--- src/rtl/ppio_pkg.sv ---
// Package for the programmable parallel I/O pair: bus codes, control byte
// fields, port modes and reset values shared by the device and host ends.
// Assumes both ends run on one clock and meet through ppio_if.
package ppio_pkg;
   // Register-address codes {reg_addr_hi, reg_addr_lo}
   localparam logic [1:0] ADDR_CTRL = 2'h1;
   localparam logic [1:0] ADDR_PORT_A = 2'h2;
   localparam logic [1:0] ADDR_PORT_B = 2'h3;
   // Mode-setting byte: D1:D0 = 11, D4:D3 port select, D7:D6 mode
   localparam logic [1:0] MODE_TAG = 2'h3;
   localparam logic [1:0] SEL_A = 2'h1;
   localparam logic [1:0] SEL_B = 2'h2;
   localparam int MODE_LSB = 6;
   localparam int SEL_LSB = 3;
   // Interrupt enable byte: D2:D0 = 001, D3 port, D7 enable
   localparam logic [2:0] IEN_TAG = 3'h1;
   localparam int IEN_BIT = 7;
   // Condition byte: D2:D0 = 100, D3 port, D4 mask follows, D6:D5 function
   localparam logic [2:0] COND_TAG = 3'h4;
   localparam int PORT_BIT = 3;
   localparam int MASK_NEXT_BIT = 4;
   localparam int FUNC_LSB = 5;
   // A set mask bit removes its line; clear leaves every line monitored
   localparam logic [7:0] MASK_RESET = 8'h00;
   localparam logic [7:0] DIR_RESET = 8'h00;

   typedef enum logic [1:0] {
      PPIO_MODE_IN = 2'h0,
      PPIO_MODE_OUT = 2'h1,
      PPIO_MODE_BIDIR = 2'h2,
      PPIO_MODE_BIT = 2'h3
   } ppio_mode_e;

   typedef enum logic [1:0] {
      PPIO_FN_AND = 2'h0,
      PPIO_FN_OR = 2'h1,
      PPIO_FN_NAND = 2'h2,
      PPIO_FN_NOR = 2'h3
   } ppio_func_e;
endpackage : ppio_pkg

--- src/rtl/ppio_if.sv ---
// Interface joining the host bus end and the device end, plus the
// peripheral-side pins of the device. Port lines are split into in/out/oe_n.
// Assumes the testbench resolves the port wires and drives the peripherals.
`timescale 1ns/10ps
interface ppio_if;
   logic cs;
   logic reg_addr_hi;
   logic reg_addr_lo;
   logic rd;
   logic host_bus_timing_pulse;
   logic [7:0] wdata;
   logic [7:0] rdata;
   logic int_a_n;
   logic int_b_n;
   logic [7:0] pa_in;
   logic [7:0] pa_out;
   logic [7:0] pa_oe_n;
   logic [7:0] pb_in;
   logic [7:0] pb_out;
   logic [7:0] pb_oe_n;
   logic rdy_a;
   logic rdy_b;
   logic strobe_a;
   logic strobe_b;

   modport device (
      input cs, reg_addr_hi, reg_addr_lo, rd, host_bus_timing_pulse, wdata,
      output rdata, int_a_n, int_b_n,
      input pa_in, pb_in, strobe_a, strobe_b,
      output pa_out, pa_oe_n, pb_out, pb_oe_n, rdy_a, rdy_b
   );
   modport host (
      output cs, reg_addr_hi, reg_addr_lo, rd, host_bus_timing_pulse, wdata,
      input rdata, int_a_n, int_b_n
   );
endinterface : ppio_if

--- src/rtl/ppio_device.sv ---
// Device end: two 8-bit ports with ready/strobe handshakes, control byte
// decoder, status register and interrupt lines.
// Assumes host bus signals come from logic on i_mclk; port lines and strobes
// come from peripherals and are synchronised here.
// Notes on behaviour
// - Clear puts both ports in input mode
// - Host sets B bit mode before A bidirectional
// - Bidir A: A handshake inbound, B handshake outbound
// - Mode byte: D1,D0 set, D4/D3 pick port
// - D7:D6 select input, output, bidir, bit
// - Direction byte sets each bit-mode line's direction
// - Condition byte picks logic function raising interrupt
// - Mask byte picks monitored lines for condition
// - Host writes mask right after condition byte
// - Interrupt output gated by per-port enable byte
// - Host follows documented configuration order
// - Status shows pending ports and A's cause
// - Interrupt line low while port requests service
// - Port A read drives input byte to bus
// - Host writes full byte with write code
// - Bit-mode write updates only output lines
// - Input lines ignore written data in bit mode
// - Strobe fall sets request, timing pulse clears
// - Input strobe latches byte, drops ready, requests
// - Bit-mode read returns all lines, latched outputs
`timescale 1ns/10ps
module ppio_device
   import ppio_pkg::*;
(
   // Clock and reset
   input wire logic i_mclk,
   input wire logic i_reset_n,
   // Bus and peripheral pins
   ppio_if.device bus
);
   typedef enum logic [2:0] {
      PPIO_EXP_NONE = 3'h0,
      PPIO_EXP_DIR_A = 3'h1,
      PPIO_EXP_DIR_B = 3'h3,
      PPIO_EXP_MASK_A = 3'h2,
      PPIO_EXP_MASK_B = 3'h6
   } ppio_exp_e;

   function automatic logic cond_eval(input ppio_func_e fn,
                                      input logic [7:0] lines,
                                      input logic [7:0] mask);
      logic any_one;
      logic all_one;
      // A set mask bit takes its line out of the evaluation
      any_one = |(lines & ~mask);
      all_one = &(lines | mask);
      case (fn)
         PPIO_FN_AND: cond_eval = all_one;
         PPIO_FN_OR: cond_eval = any_one;
         PPIO_FN_NAND: cond_eval = ~all_one;
         PPIO_FN_NOR: cond_eval = ~any_one;
         default: cond_eval = 1'b0;
      endcase
   endfunction : cond_eval

   function automatic logic [7:0] merge(input logic [7:0] sel,
                                        input logic [7:0] a,
                                        input logic [7:0] b);
      merge = (sel & a) | (~sel & b);
   endfunction : merge

   ppio_mode_e mode [2];
   ppio_func_e func [2];
   ppio_exp_e expect_byte;
   logic [7:0] dir [2];
   logic [7:0] mask [2];
   logic [1:0] ien;
   logic [1:0] cond_on;
   logic [7:0] in_latch [2];
   logic [7:0] out_latch [2];
   logic [1:0] hs_irq;
   logic [1:0] rdy;
   logic [7:0] pin_s1 [2];
   logic [7:0] pin_s2 [2];
   logic [1:0] stb_s1;
   logic [1:0] stb_s2;
   logic [1:0] stb_d;
   logic [1:0] stb_fall;
   logic [1:0] stb_rise;
   logic bidir;
   logic acc;
   logic ctrl_wr;
   logic [1:0] port_rd;
   logic [1:0] port_wr;
   logic [1:0] out_role;
   logic [1:0] tgt;
   logic [1:0] port_irq;
   logic [7:0] wd;

   assign bidir = (mode[0] == PPIO_MODE_BIDIR);
   assign wd = bus.wdata;
   assign acc = bus.cs & bus.host_bus_timing_pulse;
   assign ctrl_wr = acc & ~bus.rd &
                    ({bus.reg_addr_hi, bus.reg_addr_lo} == ADDR_CTRL);
   assign port_rd[0] = acc & bus.rd &
                       ({bus.reg_addr_hi, bus.reg_addr_lo} == ADDR_PORT_A);
   assign port_rd[1] = acc & bus.rd &
                       ({bus.reg_addr_hi, bus.reg_addr_lo} == ADDR_PORT_B);
   assign port_wr[0] = acc & ~bus.rd &
                       ({bus.reg_addr_hi, bus.reg_addr_lo} == ADDR_PORT_A);
   assign port_wr[1] = acc & ~bus.rd &
                       ({bus.reg_addr_hi, bus.reg_addr_lo} == ADDR_PORT_B);
   // Handshake pair 1 serves port A outbound while A is bidirectional
   assign tgt = {~bidir, 1'b0};
   assign out_role[0] = (mode[0] == PPIO_MODE_OUT);
   assign out_role[1] = bidir | (mode[1] == PPIO_MODE_OUT);
   assign stb_fall = stb_d & ~stb_s2;
   assign stb_rise = ~stb_d & stb_s2;
   assign port_irq[0] = hs_irq[0] | (bidir & hs_irq[1]) | cond_on[0];
   assign port_irq[1] = (~bidir & hs_irq[1]) | cond_on[1];

   // Pin and strobe synchronisers
   always_ff @(posedge i_mclk) begin
      if (!i_reset_n) begin
         pin_s1[0] <= 8'h00;
         pin_s1[1] <= 8'h00;
         pin_s2[0] <= 8'h00;
         pin_s2[1] <= 8'h00;
         stb_s1 <= 2'h3;
         stb_s2 <= 2'h3;
         stb_d <= 2'h3;
      end else begin
         pin_s1[0] <= bus.pa_in;
         pin_s1[1] <= bus.pb_in;
         pin_s2[0] <= pin_s1[0];
         pin_s2[1] <= pin_s1[1];
         stb_s1 <= {bus.strobe_b, bus.strobe_a};
         stb_s2 <= stb_s1;
         stb_d <= stb_s2;
      end
   end

   // Control byte decoder
   always_ff @(posedge i_mclk) begin
      if (!i_reset_n) begin
         mode[0] <= PPIO_MODE_IN;
         mode[1] <= PPIO_MODE_IN;
         func[0] <= PPIO_FN_AND;
         func[1] <= PPIO_FN_AND;
         dir[0] <= DIR_RESET;
         dir[1] <= DIR_RESET;
         mask[0] <= MASK_RESET;
         mask[1] <= MASK_RESET;
         ien <= 2'h0;
         expect_byte <= PPIO_EXP_NONE;
      end else if (ctrl_wr) begin
         expect_byte <= PPIO_EXP_NONE;
         case (expect_byte)
            PPIO_EXP_DIR_A: dir[0] <= wd;
            PPIO_EXP_DIR_B: dir[1] <= wd;
            PPIO_EXP_MASK_A: mask[0] <= wd;
            PPIO_EXP_MASK_B: mask[1] <= wd;
            default: begin
               if (wd[1:0] == MODE_TAG) begin
                  for (int p = 0; p < 2; p++) begin
                     if (wd[SEL_LSB+1:SEL_LSB] == (p == 0 ? SEL_A : SEL_B))
                     begin
                        mode[p] <=
                           ppio_mode_e'(wd[MODE_LSB+1:MODE_LSB]);
                     end
                  end
                  // Bit mode takes its direction byte next
                  if (wd[MODE_LSB+1:MODE_LSB] == PPIO_MODE_BIT) begin
                     if (wd[SEL_LSB+1:SEL_LSB] == SEL_A) begin
                        expect_byte <= PPIO_EXP_DIR_A;
                     end else if (wd[SEL_LSB+1:SEL_LSB] == SEL_B) begin
                        expect_byte <= PPIO_EXP_DIR_B;
                     end
                  end
               end else if (wd[2:0] == IEN_TAG) begin
                  ien[wd[PORT_BIT]] <= wd[IEN_BIT];
               end else if (wd[2:0] == COND_TAG) begin
                  func[wd[PORT_BIT]] <=
                     ppio_func_e'(wd[FUNC_LSB+1:FUNC_LSB]);
                  if (wd[MASK_NEXT_BIT]) begin
                     expect_byte <= wd[PORT_BIT] ? PPIO_EXP_MASK_B
                                                 : PPIO_EXP_MASK_A;
                  end
               end
            end
         endcase
      end
   end

   // Handshake engine, one per ready/strobe pair
   always_ff @(posedge i_mclk) begin
      if (!i_reset_n) begin
         hs_irq <= 2'h0;
         rdy <= 2'h3;
         in_latch[0] <= 8'h00;
         in_latch[1] <= 8'h00;
      end else begin
         for (int h = 0; h < 2; h++) begin
            if (mode[tgt[h]] == PPIO_MODE_BIT && !(h == 1 && bidir)) begin
               hs_irq[h] <= 1'b0;
            end else if (out_role[h]) begin
               // Set beats the clear of the same cycle
               if (stb_fall[h]) begin
                  hs_irq[h] <= 1'b1;
               end else if (port_wr[tgt[h]]) begin
                  hs_irq[h] <= 1'b0;
               end
               if (port_wr[tgt[h]]) begin
                  rdy[h] <= 1'b1;
               end else if (stb_rise[h]) begin
                  rdy[h] <= 1'b0;
               end
            end else begin
               if (stb_fall[h]) begin
                  in_latch[tgt[h]] <= pin_s2[tgt[h]];
                  rdy[h] <= 1'b0;
                  hs_irq[h] <= 1'b1;
               end else if (port_rd[tgt[h]]) begin
                  rdy[h] <= 1'b1;
                  hs_irq[h] <= 1'b0;
               end
            end
         end
      end
   end

   // Output latches and bit-mode condition
   always_ff @(posedge i_mclk) begin
      if (!i_reset_n) begin
         out_latch[0] <= 8'h00;
         out_latch[1] <= 8'h00;
         cond_on <= 2'h0;
      end else begin
         for (int p = 0; p < 2; p++) begin
            if (port_wr[p]) begin
               if (mode[p] == PPIO_MODE_BIT) begin
                  out_latch[p] <=
                     merge(dir[p], wd, out_latch[p]);
               end else begin
                  out_latch[p] <= wd;
               end
            end
            cond_on[p] <= (mode[p] == PPIO_MODE_BIT) &&
                          cond_eval(func[p], pin_s2[p],
                                    mask[p]);
         end
      end
   end

   // Registered bus and pin outputs
   always_ff @(posedge i_mclk) begin
      if (!i_reset_n) begin
         bus.rdata <= 8'h00;
         bus.int_a_n <= 1'b1;
         bus.int_b_n <= 1'b1;
         bus.pa_out <= 8'h00;
         bus.pb_out <= 8'h00;
         bus.pa_oe_n <= 8'hff;
         bus.pb_oe_n <= 8'hff;
         bus.rdy_a <= 1'b1;
         bus.rdy_b <= 1'b1;
      end else begin
         case ({bus.reg_addr_hi, bus.reg_addr_lo})
            ADDR_CTRL: bus.rdata <= {4'h0, hs_irq[0], bidir & hs_irq[1],
                                     port_irq[0], port_irq[1]};
            ADDR_PORT_A: bus.rdata <= (mode[0] == PPIO_MODE_BIT)
               ? merge(dir[0], out_latch[0], pin_s2[0])
               : in_latch[0];
            ADDR_PORT_B: bus.rdata <= (mode[1] == PPIO_MODE_BIT)
               ? merge(dir[1], out_latch[1], pin_s2[1])
               : in_latch[1];
            default: bus.rdata <= 8'h00;
         endcase
         bus.int_a_n <= ~(port_irq[0] & ien[0]);
         bus.int_b_n <= ~(port_irq[1] & ien[1]);
         bus.pa_out <= out_latch[0];
         bus.pb_out <= out_latch[1];
         case (mode[0])
            PPIO_MODE_OUT: bus.pa_oe_n <= 8'h00;
            // Drive outbound data only while a byte waits for the peripheral
            PPIO_MODE_BIDIR: bus.pa_oe_n <= {8{~rdy[1]}};
            PPIO_MODE_BIT: bus.pa_oe_n <= ~dir[0];
            default: bus.pa_oe_n <= 8'hff;
         endcase
         case (mode[1])
            PPIO_MODE_OUT: bus.pb_oe_n <= 8'h00;
            PPIO_MODE_BIT: bus.pb_oe_n <= ~dir[1];
            default: bus.pb_oe_n <= 8'hff;
         endcase
         bus.rdy_a <= rdy[0];
         bus.rdy_b <= rdy[1];
      end
   end
endmodule : ppio_device

--- src/flat_wrapper.sv ---
// flat-port wrapper written by rule: the top's interface ports become plain ports
module ppio_device_flat import ppio_pkg::*;
  (i_mclk, i_reset_n, bus_cs, bus_reg_addr_hi, bus_reg_addr_lo, bus_rd, bus_host_bus_timing_pulse, bus_wdata, bus_rdata, bus_int_a_n, bus_int_b_n, bus_pa_in, bus_pb_in, bus_strobe_a, bus_strobe_b, bus_pa_out, bus_pa_oe_n, bus_pb_out, bus_pb_oe_n, bus_rdy_a, bus_rdy_b);
  ppio_if bus_i ();
  input wire logic i_mclk;
  input wire logic i_reset_n;
  input wire logic [$bits(bus_i.cs)-1:0] bus_cs;
  input wire logic [$bits(bus_i.reg_addr_hi)-1:0] bus_reg_addr_hi;
  input wire logic [$bits(bus_i.reg_addr_lo)-1:0] bus_reg_addr_lo;
  input wire logic [$bits(bus_i.rd)-1:0] bus_rd;
  input wire logic [$bits(bus_i.host_bus_timing_pulse)-1:0] bus_host_bus_timing_pulse;
  input wire logic [$bits(bus_i.wdata)-1:0] bus_wdata;
  output wire logic [$bits(bus_i.rdata)-1:0] bus_rdata;
  output wire logic [$bits(bus_i.int_a_n)-1:0] bus_int_a_n;
  output wire logic [$bits(bus_i.int_b_n)-1:0] bus_int_b_n;
  input wire logic [$bits(bus_i.pa_in)-1:0] bus_pa_in;
  input wire logic [$bits(bus_i.pb_in)-1:0] bus_pb_in;
  input wire logic [$bits(bus_i.strobe_a)-1:0] bus_strobe_a;
  input wire logic [$bits(bus_i.strobe_b)-1:0] bus_strobe_b;
  output wire logic [$bits(bus_i.pa_out)-1:0] bus_pa_out;
  output wire logic [$bits(bus_i.pa_oe_n)-1:0] bus_pa_oe_n;
  output wire logic [$bits(bus_i.pb_out)-1:0] bus_pb_out;
  output wire logic [$bits(bus_i.pb_oe_n)-1:0] bus_pb_oe_n;
  output wire logic [$bits(bus_i.rdy_a)-1:0] bus_rdy_a;
  output wire logic [$bits(bus_i.rdy_b)-1:0] bus_rdy_b;
  assign bus_i.cs = bus_cs;
  assign bus_i.reg_addr_hi = bus_reg_addr_hi;
  assign bus_i.reg_addr_lo = bus_reg_addr_lo;
  assign bus_i.rd = bus_rd;
  assign bus_i.host_bus_timing_pulse = bus_host_bus_timing_pulse;
  assign bus_i.wdata = bus_wdata;
  assign bus_rdata = bus_i.rdata;
  assign bus_int_a_n = bus_i.int_a_n;
  assign bus_int_b_n = bus_i.int_b_n;
  assign bus_i.pa_in = bus_pa_in;
  assign bus_i.pb_in = bus_pb_in;
  assign bus_i.strobe_a = bus_strobe_a;
  assign bus_i.strobe_b = bus_strobe_b;
  assign bus_pa_out = bus_i.pa_out;
  assign bus_pa_oe_n = bus_i.pa_oe_n;
  assign bus_pb_out = bus_i.pb_out;
  assign bus_pb_oe_n = bus_i.pb_oe_n;
  assign bus_rdy_a = bus_i.rdy_a;
  assign bus_rdy_b = bus_i.rdy_b;
  ppio_device u_core (.i_mclk(i_mclk), .i_reset_n(i_reset_n), .bus(bus_i));
endmodule
--- config.mk ---
export PLATFORM = sky130hd
export DESIGN_NAME = ppio_device_flat
export DESIGN_NICKNAME = d
export VERILOG_FILES = /design/src/rtl/ppio_pkg.sv /design/src/rtl/ppio_if.sv /design/src/rtl/ppio_device.sv /design/src/flat_wrapper.sv
export SDC_FILE = /design/constraint.sdc
export NUM_CORES = 1
export LEC_CHECK = 0
export BUFFER_PORTS_ARGS = -buffer_cell sky130_fd_sc_hd__buf_2
export CORE_MARGIN = 2
export CORE_UTILIZATION = 55
export DETAILED_ROUTE_END_ITERATION = 10
export HOLD_SLACK_MARGIN = 0.05
export MAX_ROUTING_LAYER = met4
export PLACE_DENSITY_LB_ADDON = 0.25
export SYNTH_ARGS = -nofsm -noshare
export SYNTH_HDL_FRONTEND = slang
export SYNTH_SLANG_ARGS = --single-unit
export TNS_END_PERCENT = 30
--- constraint.sdc ---
create_clock -name i_mclk -period 2 [get_ports i_mclk]
set_input_delay 0.1 -clock i_mclk [delete_from_list [all_inputs] [get_ports i_mclk]]
set_output_delay 0.1 -clock i_mclk [all_outputs]
set_load 0.02 [all_outputs]
==> PnR_summary.wiki <==
{| class="wikitable"
! Metric !! Value
|-
| Status || finished, final reports clean
|-
| I/O pin count || 77
|-
| Met2 layer usage reported by global route || 41.85%
|-
| Kind of launch point of the worst setup path || flip-flop
|-
| Required time of the critical path || 2160 ps
|-
| Number of synthesized register bits || 165
|-
| Max FO, Critical Path || 8
|-
| Global-route usage over all layers || 26.25%
|-
| Number of DRC markers after the initial detailed-route iteration || 397
|-
| Antenna viol nets, final || 0
|-
| Number of iterations in the first detailed-routing pass || 5
|-
| Core area || 11,420 sq um
|-
| Unrepaired setup endpoints after global routing || no
|-
| Number of synthesized flops with an enable pin || 72
|-
| Die width || 112.3 microns
|-
| Highest clock frequency the design can meet || 573.6 MHz
|-
| Number of max-cap violations || 0
|-
| # hold bufs at CTS || 18
|-
| GR Layer Usage met3 || 5.886%
|-
| Final WS setup || 256.5 ps
|-
| Layer carrying the most global-route usage || met2
|-
| Gr ovfl total || 0
|-
| Mean instance size in the synthesized netlist || 10.95 sq um
|-
| Worst Setup End Kind || flip-flop
|-
| Endpoints failing hold || 0
|-
| Routability congestion estimate from global placement || 1.045
|-
| # nets final || 736
|-
| First-pass GRT wire length || 24,230 microns
|-
| Count of input and output buffers || 76
|-
| Worst hold path type || primary input to flip-flop
|-
| Start-to-end type of the worst setup path || flip-flop to flip-flop
|-
| Post-synthesis net count || 626
|-
| Endpoints failing setup || 0
|-
| Post-DP HPWL || 11,140 microns
|-
| Clock tree from TritonCTS || yes
|-
| Clock period minus final worst setup slack || 1744 ps
|-
| Cell depth of the worst hold path || 3
|-
| Post-route setup TNS || 0 ps
|-
| Leakage power total || 3.038 nW
|-
| Die outline area || 12,610 sq um
|-
| CP arrival || 1900 ps
|-
| Clock sink count || 165
|-
| Mapped Area || 6449 sq um
|-
| Insertion delay of the later-clocked pin in the worst-skew pair || 420 ps
|-
| Met1 GRT Util || 32.21%
|-
| Ratio of final minimum period to clock period || 87.18%
|-
| Maximum vdd drop || 0.5844 mV
|-
| Max-slew violation count || 0
|-
| Transition time of the tightest slew-check pin || 570.8 ps
|-
| Number of distinct standard cells referenced by the synthesized netlist || 50
|-
| Number of global-route vias before repair || 4,584
|-
| Commonest non-fill, non-tap cells in the layout || 93 x sky130_fd_sc_hd__dfxtp_1, 76 x sky130_fd_sc_hd__buf_2, 72 x sky130_fd_sc_hd__edfxtp_1, 71 x sky130_fd_sc_hd__and2_1, 48 x sky130_fd_sc_hd__nand2_1
|-
| Fill cell total of the finished layout || 877
|-
| H-tree lvl count || 4
|-
| FP Rows || 39
|-
| Part of the Yosys area used for sequential elements || 62.40%
|-
| Relative slew slack || 61.66%
|-
| Finished Core Util || 68.17%
|-
| Antenna diode count || 0
|-
| Routed Wire Length || 15,510 microns
|-
| Root Buffer Master || sky130_fd_sc_hd__clkbuf_16
|-
| Num CTS Buffers || 17
|-
| Most frequently used flop master after synthesis || sky130_fd_sc_hd__dfxtp_1
|-
| Post-CTS sizing || 0
|-
| Worst reg2reg path depth || 4
|-
| Relative area change from synthesis to final layout || 20.70%
|-
| Total design power || 7.131 mW
|-
| Share of cells above drive strength 1 || 18.40%
|-
| Setup clock skew after layout || 8.155 ps
|-
| Buffers from clock root to sink, at most || 2
|-
| Starting density of the core || 56.48%
|-
| Mapped Cells || 589
|-
| Average via count per standard cell || 5.640
|-
| Worst-case register-to-register setup slack || 260 ps
|-
| Fraction of synthesis flops using an asynchronous set or reset pin || 0%
|-
| Postcts setup bufs || 0
|-
| Overall via count from detail_route || 4,822
|-
| Number of remaining DRC errors || 0
|-
| Antenna violations before repair || 0
|-
| Number of warning messages in the yosys log || 0
|-
| Die Height || 112.3 microns
|-
| Drt wl/cell || 18.14 microns
|-
| Post-place instance area || 7068 sq um
|-
| Post-route cell area || 7784 sq um
|-
| Most frequent standard cell in the layout excluding fill and tap cells || sky130_fd_sc_hd__dfxtp_1
|-
| Pwr/cell area || 916.1 nW/um^2
|-
| Worst Setup Slack post-DPL || 201.1 ps
|-
| Clk slew on worst S/H paths || 60 ps
|-
| Maximum number of pins on one net before global-route repair || 31
|}
layout make-up:
| class | instances | area [sq um] | area share, % |
|---|---|---|---|
| well taps | 143 | 178.9 | 2.299 |
| inverters | 25 | 93.84 | 1.206 |
| flip-flops and latches | 165 | 4024 | 51.70 |
| clock inverters | 11 | 73.82 | 0.9484 |
| multi-input cells | 374 | 2226 | 28.60 |
| clock buffers | 21 | 461.7 | 5.932 |
| repair buffers | 116 | 725.7 | 9.323 |
synth_stat cells, types with 2 or more instances:
master	number	area [sq um]
sky130_fd_sc_hd__a211oi_1	6	45.04
sky130_fd_sc_hd__a21oi_1	31	155.2
sky130_fd_sc_hd__a221oi_1	3	26.28
sky130_fd_sc_hd__and2_1	71	444.2
sky130_fd_sc_hd__and3_1	7	43.79
sky130_fd_sc_hd__and4_1	2	17.52
sky130_fd_sc_hd__buf_2	2	10.01
sky130_fd_sc_hd__buf_4	2	15.01
sky130_fd_sc_hd__clkbuf_1	19	71.32
sky130_fd_sc_hd__dfxtp_1	93	1862
sky130_fd_sc_hd__edfxtp_1	72	2162
sky130_fd_sc_hd__ha_1	4	50.05
sky130_fd_sc_hd__inv_1	24	90.09
sky130_fd_sc_hd__mux2i_1	13	130.1
sky130_fd_sc_hd__nand2_1	48	180.2
sky130_fd_sc_hd__nand2b_1	17	106.4
sky130_fd_sc_hd__nand3_1	9	45.04
sky130_fd_sc_hd__nand4_1	2	12.51
sky130_fd_sc_hd__nor2_1	35	131.4
sky130_fd_sc_hd__nor2b_1	2	12.51
sky130_fd_sc_hd__nor3_1	4	20.02
sky130_fd_sc_hd__nor3_2	2	20.02
sky130_fd_sc_hd__nor4_1	16	100.1
sky130_fd_sc_hd__nor4_4	2	42.54
sky130_fd_sc_hd__nor4b_1	2	17.52
sky130_fd_sc_hd__o2111a_1	2	22.52
sky130_fd_sc_hd__o2111ai_1	2	17.52
sky130_fd_sc_hd__o211ai_1	9	67.56
sky130_fd_sc_hd__o21ai_0	33	165.2
sky130_fd_sc_hd__o21ai_1	16	80.08
sky130_fd_sc_hd__o22ai_1	16	100.1
sky130_fd_sc_hd__o31ai_1	4	30.03
sky130_fd_sc_hd__o41ai_1	2	17.52
layer usage:
layer | routed length (microns) | vias up
li1 | - | 2326
met1 | 6013 | 2199
met2 | 7506 | 257
met3 | 1477 | 40
met4 | 510 | 0
met5 | 0 | -
path summary, 6_finish.rpt:
check | from | to
min | bus_wdata[7] | u_core.ien[0]$_SDFFE_PN0P_
max | u_core.expect_byte[0]$_SDFFE_PN0N_ | u_core.mode[0][1]$_DFFE_PP_
max reg2reg | u_core.expect_byte[0]$_SDFFE_PN0N_ | u_core.mode[0][1]$_DFFE_PP_
min reg2reg | u_core.ien[1]$_SDFFE_PN0P_ | u_core.bus.int_b_n$_SDFF_PN1_
report_power, final:
group	switching, mW	internal (mW)
Sequential	0.0775	3.64
Clock	1.28	1.66
Combinational	0.292	0.185
sequential cells by signal, indices dropped and copies added, names as in the netlist, 2 cells and up:
| signal | count |
|---|---|
| u_core.dir | 16 |
| u_core.in_latch | 16 |
| u_core.mask | 16 |
| u_core.out_latch | 16 |
| u_core.pin_s1 | 16 |
| u_core.pin_s2 | 16 |
| u_core.bus.pa_oe_n | 8 |
| u_core.bus.pa_out | 8 |
| u_core.bus.pb_oe_n | 8 |
| u_core.bus.pb_out | 8 |
| u_core.bus.rdata | 8 |
| u_core.func | 4 |
| u_core.mode | 4 |
| u_core.expect_byte | 3 |
| u_core.cond_on | 2 |
| u_core.hs_irq | 2 |
| u_core.ien | 2 |
| u_core.rdy | 2 |
| u_core.stb_d | 2 |
| u_core.stb_s1 | 2 |
| u_core.stb_s2 | 2 |
worst max-delay path, stage by stage (launching register included):
cell	delay (ps)
sky130_fd_sc_hd__dfxtp_1	530
sky130_fd_sc_hd__nand2b_1	240
sky130_fd_sc_hd__and3_1	280
sky130_fd_sc_hd__and3_1	250
sky130_fd_sc_hd__o2111a_1	180
through the flow:
stage | hold slack, ps | std cells
6_report | 73.21 | 855
5_1_grt | 82.95 | 855
2_1_floorplan | 201.5 | 589
3_5_place_dp | 288.1 | 805
4_1_cts | 60.25 | 855
3_3_place_gp | 279.3 | 805
cells by family (layout without fill, tap and decap cells):
kind of cell             count (synthesis)  count (layout)  synth area share, %
AO/OA/AOI/OAI                          130             130                12.05
XOR/XNOR                                 2               2               0.2717
adder cells (fa/ha/maj)                  4               4               0.7761
buffers and inverters                   50             173                3.085
flip-flops                             165             165                62.40
multiplexers                            13              13                2.018
AND/OR/NAND/NOR                        225             225                19.40
No activity file was read; power rests on OpenSTA's default activity.
